`config.mk`:
```
export PLATFORM = sky130hd
export DESIGN_NAME = tmc_core
export DESIGN_NICKNAME = d
export VERILOG_FILES = /design/src/logic/tmc_pkg.sv /design/src/logic/tmc_core.sv
export SDC_FILE = /design/constraint.sdc
export NUM_CORES = 1
export LEC_CHECK = 0
export ABC_AREA = 1
export BUFFER_PORTS_ARGS = -buffer_cell sky130_fd_sc_hd__buf_2
export CAP_MARGIN = 20
export CORE_ASPECT_RATIO = 0.5
export CORE_MARGIN = 2
export CORE_UTILIZATION = 50
export CTS_BUF_LIST = sky130_fd_sc_hd__clkbuf_2
export DETAILED_ROUTE_END_ITERATION = 8
export HOLD_SLACK_MARGIN = 0.05
export PLACE_DENSITY = 0.68
export REMOVE_ABC_BUFFERS = 1
export SLEW_MARGIN = 15
export SYNTH_ARGS = -nofsm -noshare
export SYNTH_HDL_FRONTEND = slang
export SYNTH_SLANG_ARGS = --single-unit
```
`constraint.sdc`:
```
create_clock -name i_core_clk -period 3.9 [get_ports i_core_clk]
set_clock_uncertainty 0.05 [all_clocks]
set_input_delay 0.39 -clock i_core_clk [delete_from_list [all_inputs] [get_ports i_core_clk]]
set_output_delay 0.39 -clock i_core_clk [all_outputs]
set_load 0.005 [all_outputs]
```
`src/logic/tmc_pkg.sv`:
```
// Package: register map, field layout and encodings of the timer core
package tmc_pkg;
   localparam int unsigned ADDR_W = 4;
   localparam int unsigned CNT_W  = 16;
   localparam int unsigned BYTE_W = 8;

   // Register offsets
   localparam logic [3:0] REG_CTRL0 = 4'h0;
   localparam logic [3:0] REG_CTRL1 = 4'h1;
   localparam logic [3:0] REG_CNTL  = 4'h2;
   localparam logic [3:0] REG_CNTH  = 4'h3;
   localparam logic [3:0] REG_CMPAL = 4'h4;
   localparam logic [3:0] REG_CMPAH = 4'h5;
   localparam logic [3:0] REG_PERL  = 4'h6;
   localparam logic [3:0] REG_PERH  = 4'h7;
   localparam logic [3:0] REG_STAT  = 4'h8;

   // Control 0 fields
   localparam int unsigned C0_PAUSE  = 7;
   localparam int unsigned C0_CKS_HI = 6;
   localparam int unsigned C0_CKS_LO = 4;
   localparam int unsigned C0_ON     = 3;
   // Control 1 fields
   localparam int unsigned C1_MODE_HI = 7;
   localparam int unsigned C1_MODE_LO = 6;
   localparam int unsigned C1_IO_HI   = 5;
   localparam int unsigned C1_IO_LO   = 4;
   localparam int unsigned C1_OC      = 3;
   localparam int unsigned C1_POL     = 2;
   localparam int unsigned C1_CCLR    = 0;
   // Status fields
   localparam int unsigned ST_A   = 0;
   localparam int unsigned ST_P   = 1;
   localparam int unsigned ST_OVF = 2;

   localparam logic [7:0] CTRL0_RST = 8'h00;
   localparam logic [7:0] CTRL1_RST = 8'h00;
   localparam logic [7:0] BYTE_ZERO = 8'h00;
   localparam logic [15:0] CNT_ZERO = 16'h0000;
   localparam logic [15:0] CNT_ONE  = 16'h0001;
   localparam logic [15:0] CNT_MAX  = 16'hffff;

   // Clock select encodings
   localparam logic [2:0] CKS_SYS4  = 3'h0;
   localparam logic [2:0] CKS_SYS   = 3'h1;
   localparam logic [2:0] CKS_H16   = 3'h2;
   localparam logic [2:0] CKS_H64   = 3'h3;
   localparam logic [2:0] CKS_SUBA  = 3'h4;
   localparam logic [2:0] CKS_SUBB  = 3'h5;
   localparam logic [2:0] CKS_PINR  = 3'h6;
   localparam logic [2:0] CKS_PINF  = 3'h7;

   // Modes
   localparam logic [1:0] MODE_CMP = 2'h0;
   localparam logic [1:0] MODE_PWM = 2'h2;
   localparam logic [1:0] MODE_TMR = 2'h3;

   // Output actions
   localparam logic [1:0] IO_NONE   = 2'h0;
   localparam logic [1:0] IO_LOW    = 2'h1;
   localparam logic [1:0] IO_HIGH   = 2'h2;
   localparam logic [1:0] IO_TOGGLE = 2'h3;
   localparam logic [1:0] IO_PWM    = 2'h2;
   localparam logic [1:0] IO_SPULSE = 2'h3;

   // Prescale dividers
   localparam logic [5:0] DIV4  = 6'h03;
   localparam logic [5:0] DIV16 = 6'h0f;
   localparam logic [5:0] DIV64 = 6'h3f;
endpackage : tmc_pkg

```
`src/logic/tmc_core.sv`:
```
// Timer core: counter, comparators, output pin and byte access
//
// Contract
// - A free-running up counter is compared with both comparators and a match raises an interrupt, may clear the counter and may change the output pin.
// - A three-bit select chooses the count clock among system clock ratios, high clock ratios, subsidiary clock or the input pin.
// - Comparator A and comparator P each raise their own interrupt on their own match.
// - With the input pin selected the counter steps on the rising or falling pin edge as chosen.
// - In single pulse mode the input pin edge is the trigger that starts the pulse.
// - In compare match mode a comparator A match drives the output high, low or toggles it as configured.
// - In PWM mode with output action IO_PWM the output pin carries the PWM waveform.
// - High bytes are accessed directly while low bytes pass through one shared byte buffer moved only on high byte access.
// - A write to a compare low byte stores only into the buffer.
// - A write to the comparator A high byte updates it and copies the buffer into the low byte at once; a period high byte write sets only the eight-bit period.
// - A read of a high byte returns it and captures the matching low byte into the buffer, or zero on a period high byte read.
// - A read of a low byte returns the buffer.
// - The counter is sixteen bits wide and counts up.
// - The counter clears on overflow and on a match with a clearing comparator.
`timescale 1ns/1ps
`default_nettype none
module tmc_core
   import tmc_pkg::*;
(
   input  wire logic              i_core_clk,
   input  wire logic              i_rst_n,
   input  wire logic [ADDR_W-1:0] i_addr,
   input  wire logic [7:0]        i_wdata,
   input  wire logic              i_wr,
   input  wire logic              i_rd,
   output var  logic [7:0]        o_rdata,
   input  wire logic              i_high_clk_en,
   input  wire logic              i_sub_clk_en,
   input  wire logic              i_timer_clock_input_pin,
   output var  logic              o_timer_output_pin,
   output var  logic              o_irq_a,
   output var  logic              o_irq_p
);

   ////////////////////////////////////////////////////////////////////////
   logic [7:0]  ctrl0_r;
   logic [7:0]  ctrl1_r;
   logic [15:0] cnt_r;
   logic [15:0] cmp_a_r;
   logic [7:0]  per_r;
   logic [7:0]  buf_r;
   logic [2:0]  stat_r;
   logic [5:0]  sys_div_r;
   logic [5:0]  h_div_r;
   logic [2:0]  pin_sync_r;
   logic        on_d_r;
   logic        out_r;
   logic        pulse_run_r;

   logic [2:0]  cks;
   logic [1:0]  mode;
   logic [1:0]  io;
   logic        on;
   logic        on_rise;
   logic        tick;
   logic        pin_edge;
   logic        match_a;
   logic        match_p;
   logic        ovf;
   logic        step;
   logic        spulse;

   assign cks    = ctrl0_r[C0_CKS_HI:C0_CKS_LO];
   assign on     = ctrl0_r[C0_ON];
   assign mode   = ctrl1_r[C1_MODE_HI:C1_MODE_LO];
   assign io     = ctrl1_r[C1_IO_HI:C1_IO_LO];
   assign on_rise = on & ~on_d_r;
   assign spulse = (mode == MODE_PWM) && (io == IO_SPULSE);

   function automatic logic is_wr(input logic [3:0] a);
      is_wr = i_wr && (i_addr == a);
   endfunction : is_wr

   function automatic logic is_rd(input logic [3:0] a);
      is_rd = i_rd && (i_addr == a);
   endfunction : is_rd

   ////////////////////////////////////////////////////////////////////////
   // Prescalers run freely so ratio changes take effect promptly
   always_ff @(posedge i_core_clk) begin
      if (!i_rst_n) begin
         sys_div_r <= 6'h00;
      end else begin
         sys_div_r <= sys_div_r + 6'h01;
      end
   end

   always_ff @(posedge i_core_clk) begin
      if (!i_rst_n) begin
         h_div_r <= 6'h00;
      end else if (i_high_clk_en) begin
         h_div_r <= h_div_r + 6'h01;
      end
   end

   // Only the second and third stages feed the edge detector
   always_ff @(posedge i_core_clk) begin
      if (!i_rst_n) begin
         pin_sync_r <= 3'h0;
      end else begin
         pin_sync_r <= {pin_sync_r[1:0], i_timer_clock_input_pin};
      end
   end

   always_comb begin
      pin_edge = (cks == CKS_PINF) ? (pin_sync_r[2] & ~pin_sync_r[1])
                                   : (~pin_sync_r[2] & pin_sync_r[1]);
   end

   always_comb begin
      unique case (cks)
         CKS_SYS4: tick = (sys_div_r[1:0] == DIV4[1:0]);
         CKS_SYS:  tick = 1'b1;
         CKS_H16:  tick = i_high_clk_en && (h_div_r[3:0] == DIV16[3:0]);
         CKS_H64:  tick = i_high_clk_en && (h_div_r == DIV64);
         CKS_SUBA, CKS_SUBB: tick = i_sub_clk_en;
         CKS_PINR, CKS_PINF: tick = pin_edge;
      endcase
   end

   ////////////////////////////////////////////////////////////////////////
   // No step on the enabling edge, so a stale count never matches
   assign step    = on && !ctrl0_r[C0_PAUSE] && tick
                    && (!spulse || pulse_run_r) && !on_rise;
   assign match_a = step && (cnt_r == cmp_a_r);
   assign match_p = step && (cnt_r[15:8] == per_r);
   assign ovf     = step && (cnt_r == CNT_MAX);

   always_ff @(posedge i_core_clk) begin
      if (!i_rst_n) begin
         on_d_r <= 1'b0;
      end else begin
         on_d_r <= on;
      end
   end

   // Counter; clearing comparator chosen by the clear bit
   always_ff @(posedge i_core_clk) begin
      if (!i_rst_n) begin
         cnt_r <= CNT_ZERO;
      end else if (on_rise) begin
         cnt_r <= CNT_ZERO;
      end else if (step) begin
         if (ovf) begin
            cnt_r <= CNT_ZERO;
         end else if (ctrl1_r[C1_CCLR] ? match_a : match_p) begin
            cnt_r <= CNT_ZERO;
         end else begin
            cnt_r <= cnt_r + CNT_ONE;
         end
      end
   end

   // Single pulse: pin edge starts, match A ends
   always_ff @(posedge i_core_clk) begin
      if (!i_rst_n) begin
         pulse_run_r <= 1'b0;
      end else if (!spulse || !on || on_rise || match_a) begin
         pulse_run_r <= 1'b0;
      end else if (pin_edge) begin
         pulse_run_r <= 1'b1;
      end
   end

   ////////////////////////////////////////////////////////////////////////
   // Output pin; polarity applied at the pin
   logic out_nxt;
   always_comb begin
      out_nxt = out_r;
      if (!on || on_rise) begin
         out_nxt = ctrl1_r[C1_OC];
      end else if (mode == MODE_CMP) begin
         if (match_a) begin
            unique case (io)
               IO_NONE:   out_nxt = out_r;
               IO_LOW:    out_nxt = 1'b0;
               IO_HIGH:   out_nxt = 1'b1;
               IO_TOGGLE: out_nxt = ~out_r;
            endcase
         end
      end else if (mode == MODE_PWM) begin
         unique case (io)
            IO_NONE: out_nxt = ~ctrl1_r[C1_OC];
            IO_LOW:  out_nxt = ctrl1_r[C1_OC];
            IO_PWM: begin
               if (match_p || ovf || cnt_r == CNT_ZERO) begin
                  out_nxt = ctrl1_r[C1_OC];
               end else if (match_a) begin
                  out_nxt = ~ctrl1_r[C1_OC];
               end
            end
            IO_SPULSE: begin
               if (pin_edge && !pulse_run_r) begin
                  out_nxt = ctrl1_r[C1_OC];
               end else if (match_a) begin
                  out_nxt = ~ctrl1_r[C1_OC];
               end
            end
         endcase
      end
   end

   always_ff @(posedge i_core_clk) begin
      if (!i_rst_n) begin
         out_r <= 1'b0;
      end else begin
         out_r <= out_nxt;
      end
   end

   always_ff @(posedge i_core_clk) begin
      if (!i_rst_n) begin
         o_timer_output_pin <= 1'b0;
      end else begin
         o_timer_output_pin <= out_nxt ^ ctrl1_r[C1_POL];
      end
   end

   // Interrupt pulses, one cycle per match
   always_ff @(posedge i_core_clk) begin
      if (!i_rst_n) begin
         o_irq_a <= 1'b0;
         o_irq_p <= 1'b0;
      end else begin
         o_irq_a <= match_a;
         o_irq_p <= match_p;
      end
   end

   ////////////////////////////////////////////////////////////////////////
   always_ff @(posedge i_core_clk) begin
      if (!i_rst_n) begin
         ctrl0_r <= CTRL0_RST;
      end else if (is_wr(REG_CTRL0)) begin
         ctrl0_r <= {i_wdata[7:3], 3'h0};
      end
   end

   always_ff @(posedge i_core_clk) begin
      if (!i_rst_n) begin
         ctrl1_r <= CTRL1_RST;
      end else if (is_wr(REG_CTRL1)) begin
         ctrl1_r <= i_wdata;
      end
   end

   // Low compare bytes land only via high byte writes
   always_ff @(posedge i_core_clk) begin
      if (!i_rst_n) begin
         cmp_a_r <= CNT_ZERO;
      end else if (is_wr(REG_CMPAH)) begin
         cmp_a_r <= {i_wdata, buf_r};
      end
   end

   // Period comparator is eight bits; its low byte has no match effect
   always_ff @(posedge i_core_clk) begin
      if (!i_rst_n) begin
         per_r <= BYTE_ZERO;
      end else if (is_wr(REG_PERH)) begin
         per_r <= i_wdata;
      end
   end

   // Shared holding byte; misordered access corrupts it by design
   always_ff @(posedge i_core_clk) begin
      if (!i_rst_n) begin
         buf_r <= BYTE_ZERO;
      end else if (is_wr(REG_CMPAL) || is_wr(REG_PERL)) begin
         buf_r <= i_wdata;
      end else if (is_rd(REG_CNTH)) begin
         buf_r <= cnt_r[7:0];
      end else if (is_rd(REG_CMPAH)) begin
         buf_r <= cmp_a_r[7:0];
      end else if (is_rd(REG_PERH)) begin
         buf_r <= BYTE_ZERO;
      end
   end

   // Sticky status, set wins over clear by write of ones
   always_ff @(posedge i_core_clk) begin
      if (!i_rst_n) begin
         stat_r <= 3'h0;
      end else begin
         stat_r <= (is_wr(REG_STAT) ? stat_r & ~i_wdata[2:0] : stat_r)
                   | {ovf, match_p, match_a};
      end
   end

   always_ff @(posedge i_core_clk) begin
      if (!i_rst_n) begin
         o_rdata <= BYTE_ZERO;
      end else if (i_rd) begin
         unique case (i_addr)
            REG_CTRL0: o_rdata <= ctrl0_r;
            REG_CTRL1: o_rdata <= ctrl1_r;
            REG_CNTL, REG_CMPAL, REG_PERL: o_rdata <= buf_r;
            REG_CNTH:  o_rdata <= cnt_r[15:8];
            REG_CMPAH: o_rdata <= cmp_a_r[15:8];
            REG_PERH:  o_rdata <= per_r;
            REG_STAT:  o_rdata <= {5'h00, stat_r};
            default:   o_rdata <= BYTE_ZERO;
         endcase
      end else begin
         o_rdata <= BYTE_ZERO;
      end
   end

endmodule : tmc_core
`default_nettype wire

```
* Word level (Yosys, flattened, before mapping)
Index checks and enable logic that the tools add are counted.
** Cells by class
- Add/sub/neg operators :: 3
- Bitwise logic cells :: 13
- Equality and inequality tests :: 25
- Reductions and logical operators :: 46
- Muxes and demuxes :: 20
** Operators by type and width (count)
- 8-bit case mux with 7 select lines :: 1
- 16-bit 2-to-1 mux :: 2
- 8-bit 2-to-1 mux :: 4
- 1-bit logical AND :: 21
- 16-bit by 1-bit adder with 16-bit output, second input constant :: 1
- 16-bit equality test :: 1
- 16-bit equality test, second input constant :: 1
- 4-bit by 3-bit equality test with 1-bit output, second input constant :: 4
- 16-bit logical NOT :: 1
- 6-bit by 1-bit adder with 6-bit output, second input constant :: 2
- 3-bit equality test, second input constant :: 4
- 1-bit 2-to-1 mux :: 9
- 2-bit equality test, second input constant :: 4
- 4-bit by 2-bit equality test with 1-bit output, second input constant :: 2
- 4-bit equality test, second input constant :: 2
- 8-bit equality test :: 1
- 1-bit logical OR :: 8
- 1-bit case mux with 4 select lines :: 2
- 2-bit OR reduction :: 4
- 3-bit by 2-bit equality test with 1-bit output, second input constant :: 2
- 6-bit equality test, second input constant :: 1
- 1-bit inverter :: 6
- 1-bit case mux with 6 select lines :: 1
- 1-bit logical NOT :: 5
- other kinds (15) :: 18
** Word-level totals
- Flip-flop bits (word level) :: 93
- Input port bits :: 19
- Word-level logic and storage cells :: 124

* Longest topological paths before layout
- Word-level depth :: 16
- Gate-level depth with buffers :: 21
- Gate-level depth less buffers :: 20

* Worst setup path after synthesis
OpenSTA, ideal clock, no wires.
- Path kind :: reg2reg
- Start :: reg cnt_r[1]
- End :: reg o_timer_output_pin
- Cell stages (with the launch flop) :: 16
- Data required time :: 3735 ps
- Period minus slack after synthesis :: 1877 ps
- Setup time :: 115 ps
- Slack :: 2023 ps
- Arrival time :: 1712 ps
- Cell sequence :: dfxtp_1 -> ha_1 -> nand3_1 -> or3_4 -> nor3_2 -> nand2_1 -> nand3_1 -> nand2_1 -> nand3_1 -> nand2_1 -> nand2_1 -> nand2_1 -> nand2_2 -> nand3_1 -> nand2_1 -> nor2_1
** Between the ends
- Longest elaborated chain between the ends :: 10
** Ends and longest elaborated chain
- start, declared :: line tmc_core.sv:41 : logic [15:0] cnt_r;
- start signal, assigned :: line tmc_core.sv:152 : cnt_r <= cnt_r + CNT_ONE;
- 16-bit equality test :: line tmc_core.sv:130 : assign ovf = step && (cnt_r == CNT_MAX);
- 1-bit logical AND :: line tmc_core.sv:130
- 1-bit logical OR (2 in series) :: line tmc_core.sv:189 : if (match_p || ovf || cnt_r == CNT_ZERO) begin
- 1-bit 2-to-1 mux :: line tmc_core.sv:189
- 1-bit case mux with 4 select lines :: line tmc_core.sv:185 : unique case (io)
- 1-bit 2-to-1 mux :: line tmc_core.sv:184 : end else if (mode == MODE_PWM) begin
- 1-bit 2-to-1 mux (*) :: line tmc_core.sv:175 : end else if (mode == MODE_CMP) begin
- 1-bit 2-to-1 mux (*) :: line tmc_core.sv:173 : if (!on || on_rise) begin
- 1-bit XOR (*) :: line tmc_core.sv:218 : o_timer_output_pin <= out_nxt ^ ctrl1_r[C1_POL];
- end signal, assigned :: line tmc_core.sv:218
- end, declared :: line tmc_core.sv:33 : output var logic o_timer_output_pin,
Every way passes the cells marked *; elsewhere a longest branch is shown, timed or not.
A chain may end at the register's enable or synchronous reset.

* Final worst setup path
- Start :: reg h_div_r[0]
- End :: reg cnt_r[12]
** Between the ends
- Longest elaborated chain between the ends :: 10
** Ends and longest elaborated chain
- start, declared :: line tmc_core.sv:47 : logic [5:0] h_div_r;
- start signal, assigned :: line tmc_core.sv:95 : h_div_r <= h_div_r + 6'h01;
- 6-bit equality test or 4-bit equality test (tied branches) :: line tmc_core.sv:118, tmc_core.sv:117
- 1-bit logical AND, on equally long branches :: line tmc_core.sv:118, tmc_core.sv:117
- 1-bit case mux with 6 select lines (*) :: line tmc_core.sv:114 : unique case (cks)
- 1-bit logical AND (*) :: line tmc_core.sv:126 : assign step = on && !ctrl0_r[C0_PAUSE] && tick
- 1-bit logical AND (*) (2 in series) :: line tmc_core.sv:127 : && (!spulse || pulse_run_r) && !on_rise;
- 1-bit logical AND, on equally long branches :: line tmc_core.sv:129, tmc_core.sv:128
- 1-bit 2-to-1 mux :: line tmc_core.sv:149 : end else if (ctrl1_r[C1_CCLR] ? match_a : match_p) begin
- 16-bit 2-to-1 mux :: line tmc_core.sv:149
- 16-bit 2-to-1 mux :: line tmc_core.sv:147 : if (ovf) begin
Marks and branches as above.

==> reports/results.tsv <==
stage	metric	value	unit
outcome	outcome	complete, no violations	
floorplanning	chip height	72.6	um
worst_hold_path	Hold WC Path Type	in2reg	
floorplanning	row cnt	24	
critical_path	CP startpoint kind	register	
critical_path	max incr delay on CP	770	ps
clocking	Max H-tree Level	3	
clocking	Worst-Skew Late Latency	600	ps
detailed_routing	top layer in use	met4	
detailed_routing	wire per inst	16.5	um
logic_synthesis	Mapped Area	4710	um2
final_layout	# fillers	890	
placed_design	placed cells	805	
power_and_ir_drop	Peak VDD IR	0.177	mV
global_route	Total GRT Usage	0.276	
logic_synthesis	number of synthesized flops with an enable pin	0	
logic_synthesis	Yosys reg bits	89	
placed_design	Final GP Congestion	0.918	
detailed_routing	met2 wire len	5790	um
clocking	Sink Count	89	
timing	fmax	382	MHz
critical_path	worst path bufs/invs	0	
timing	post-route setup slack	1280	ps
power_and_ir_drop	LEAKAGE	1.97	nW
timing	WHS	83.8	ps
flow_run	# Max-Cap Violations	0	
critical_path	CP max stage cell	o21ai_1	
global_route	vias in the first global route	4010	
critical_path	critical-path maximum fanout	19	
detailed_routing	Initial DRC Count	542	
detailed_routing	Via density	5.67	
global_route	largest net degree at the start of global routing	43	
timing	Worst slew margin	0.337	
logic_synthesis	Yosys cell types	43	
final_layout	Nets	725	
critical_path	CP arrival	3130	ps
detailed_routing	wirelength, routed	13600	um
global_route	total grt overflow	0	
clocking	buffer depth of the longest clock path	2	
detailed_routing	TritonRoute pass-1 iters	5	
timing	final setup TNS	0	ps
floorplanning	core area	8920	um2
detailed_routing	drc violations	0	
final_layout	# diodes	0	
final_layout	Sequential Area	1780	um2
clocking	Post-CTS Resized	0	
final_layout	commonest non-fill, non-tap cell in the layout	nand2_1	
logic_synthesis	Mapped Cells	687	
final_layout	area grow syn2layout	6.77	%
global_route	antenna violations before repair	0	
logic_synthesis	Avg Inst Size Synth	6.86	um2
final_layout	fraction of layout instances using a drive strength above 1	0.137	
final_layout	commonest non-fill, non-tap cells in the layout	nand2_1 (140), a21oi_1 (99), dfxtp_1 (89)	
final_layout	fin cells	824	
timing	RSZ-0062 raised after global routing	false	
logic_synthesis	sequential area share after synthesis	0.378	
clocking	clock buffer count from CTS	9	
placed_design	worst slack, placed	1350	ps
timing	final hold violations	0	
floorplanning	Initial Utilization	0.528	
timing	Final Cycle Share	0.671	
floorplanning	die width	141	um
timing	Max Slew Vio Count	0	
timing	Slew @ Worst Pin	989	ps
power_and_ir_drop	Pwr Density	321	nW/um2
critical_path	CP top delay family	compound AO/OA/AOI/OAI gates	
logic_synthesis	Top FF cell, synth	dfxtp_1	
floorplanning	full die area	10300	um2
placed_design	IO Port Bufs	29	
detailed_routing	Metal-1 WL	6370	um
detailed_routing	ANT nets after route	0	
critical_path	Setup CP Type	reg2reg	
critical_path	CP cell instances	ha_1 -> nand2_2 -> nor2_4 -> nand2_2 -> nand2_1 -> nand2_1 -> nand3_2 -> nand2_4 -> nor2_4 -> o21ai_1 -> o211ai_1 -> a21oi_1	
global_route	first-pass GRT wire length	21600	um
critical_path	CP endpoint kind	register	
placed_design	dpl hpwl	9820	um
floorplanning	io pins	30	
detailed_routing	met3 WL	1240	um
final_layout	area occupied by multi-input gates	2450	um2
clocking	TritonCTS clock tree	built	
clocking	Clock Root Buffer	clkbuf_2	
logic_synthesis	Yosys Warn Count	0	
detailed_routing	Via Count	4668	
timing	setup violators final	0	
logic_synthesis	async set-reset flop share out of synthesis	0	
clocking	Clock transition at path regs	260	ps
critical_path	Worst EP required	4410	ps
timing	Final min period	2620	ps
-- what timing repair did --
item,4_1_cts,5_1_grt
setup buffers,0,0
endpoints found under the hold margin,5,0
hold buffers,3,0
-- cell usage after synthesis (all sizes together) (2+ instances only) --
cell type,count,area (um2)
a21oi,100,504
a221oi,9,78.8
and3,2,12.5
buf,14,92.6
clkbuf,16,60.1
dfxtp,89,1780
ha,4,50.1
inv,87,327
nand2,151,599
nand3,43,225
nand4,12,81.3
nor2,60,268
nor3,11,76.3
nor4,4,25.0
o21a,2,15.0
o21ai,43,215
o22ai,14,87.6
xnor2,8,70.1
xor2,6,52.6
-- tightest hold or removal path: stages --
cell and delay (ps):
buf_2 150, nand3_1 90, a21oi_1 60
-- flip-flops by register name, summed over array words and instances (netlist names) --
register / flops
buf_r: 8
cmp_a_r: 16
cnt_r: 16
ctrl0_r: 5
ctrl1_r: 8
h_div_r: 6
o_irq_a: 1
o_irq_p: 1
o_rdata: 8
o_timer_output_pin: 1
on_d_r: 1
out_r: 1
per_r: 8
pin_sync_r: 3
pulse_run_r: 1
stat_r: 3
sys_div_r: 2
-- power by group --
group          internal [mW]  total (mW)  switching [mW]
Combinational         0.0413       0.138          0.0967
Clock                  0.215       0.539           0.323
Sequential             0.927       0.939          0.0117
Total                   1.18        1.62           0.431
-- stage by stage --
stage / total power [mW] / area [um2] / util
detailed placement: 1.09 / 4870 / 0.546
floorplan: 1.03 / 4560 / -
CTS: 1.62 / 5030 / 0.564
global route: 1.67 / 5030 / 0.564
finish: 1.62 / 5030 / 0.564
global placement: 1.09 / 4870 / 0.546
-- routing by layer --
metal | vias up | track usage
met1 | 2133 | 0.404
met4 | 0 | 0.0644
li1 | 2303 | -
met5 | - | 0
met2 | 209 | 0.416
met3 | 23 | 0.0636
-- final timing paths --
path	start	to	slack (ps)	cells after the start
max	h_div_r[0]$_SDFFE_PN0P_	cnt_r[12]$_SDFFE_PP0P_	1280	12
min	i_wdata[3]	ctrl0_r[3]$_SDFFE_PN0P_	80	3
max reg2reg	h_div_r[0]$_SDFFE_PN0P_	cnt_r[12]$_SDFFE_PP0P_	1280	12
min reg2reg	pin_sync_r[0]$_SDFF_PN0_	pin_sync_r[1]$_SDFF_PN0_	380	2
-- final cells by class --
type                       instances  share of cell area
clock buffer                      11              0.0109
clock inverter                     5              0.0159
inverter                          88              0.0657
multi-input combinational        480               0.486
sequential                        89               0.354
tap                              117              0.0291
timing repair buffer              34              0.0378
-- cell families (layout without fill, tap and decap cells) --
group | Yosys count | in the layout | synth area share
and+or+nand+nor | 288 | 288 | 0.282
AOI/OAI and AO/OA | 174 | 174 | 0.201
DFF | 89 | 89 | 0.378
adders and majority gates | 4 | 4 | 0.0106
buffers and inverters | 118 | 138 | 0.102
xor gates and xnor gates | 14 | 14 | 0.0260
Power figures use the tool's default switching activity.
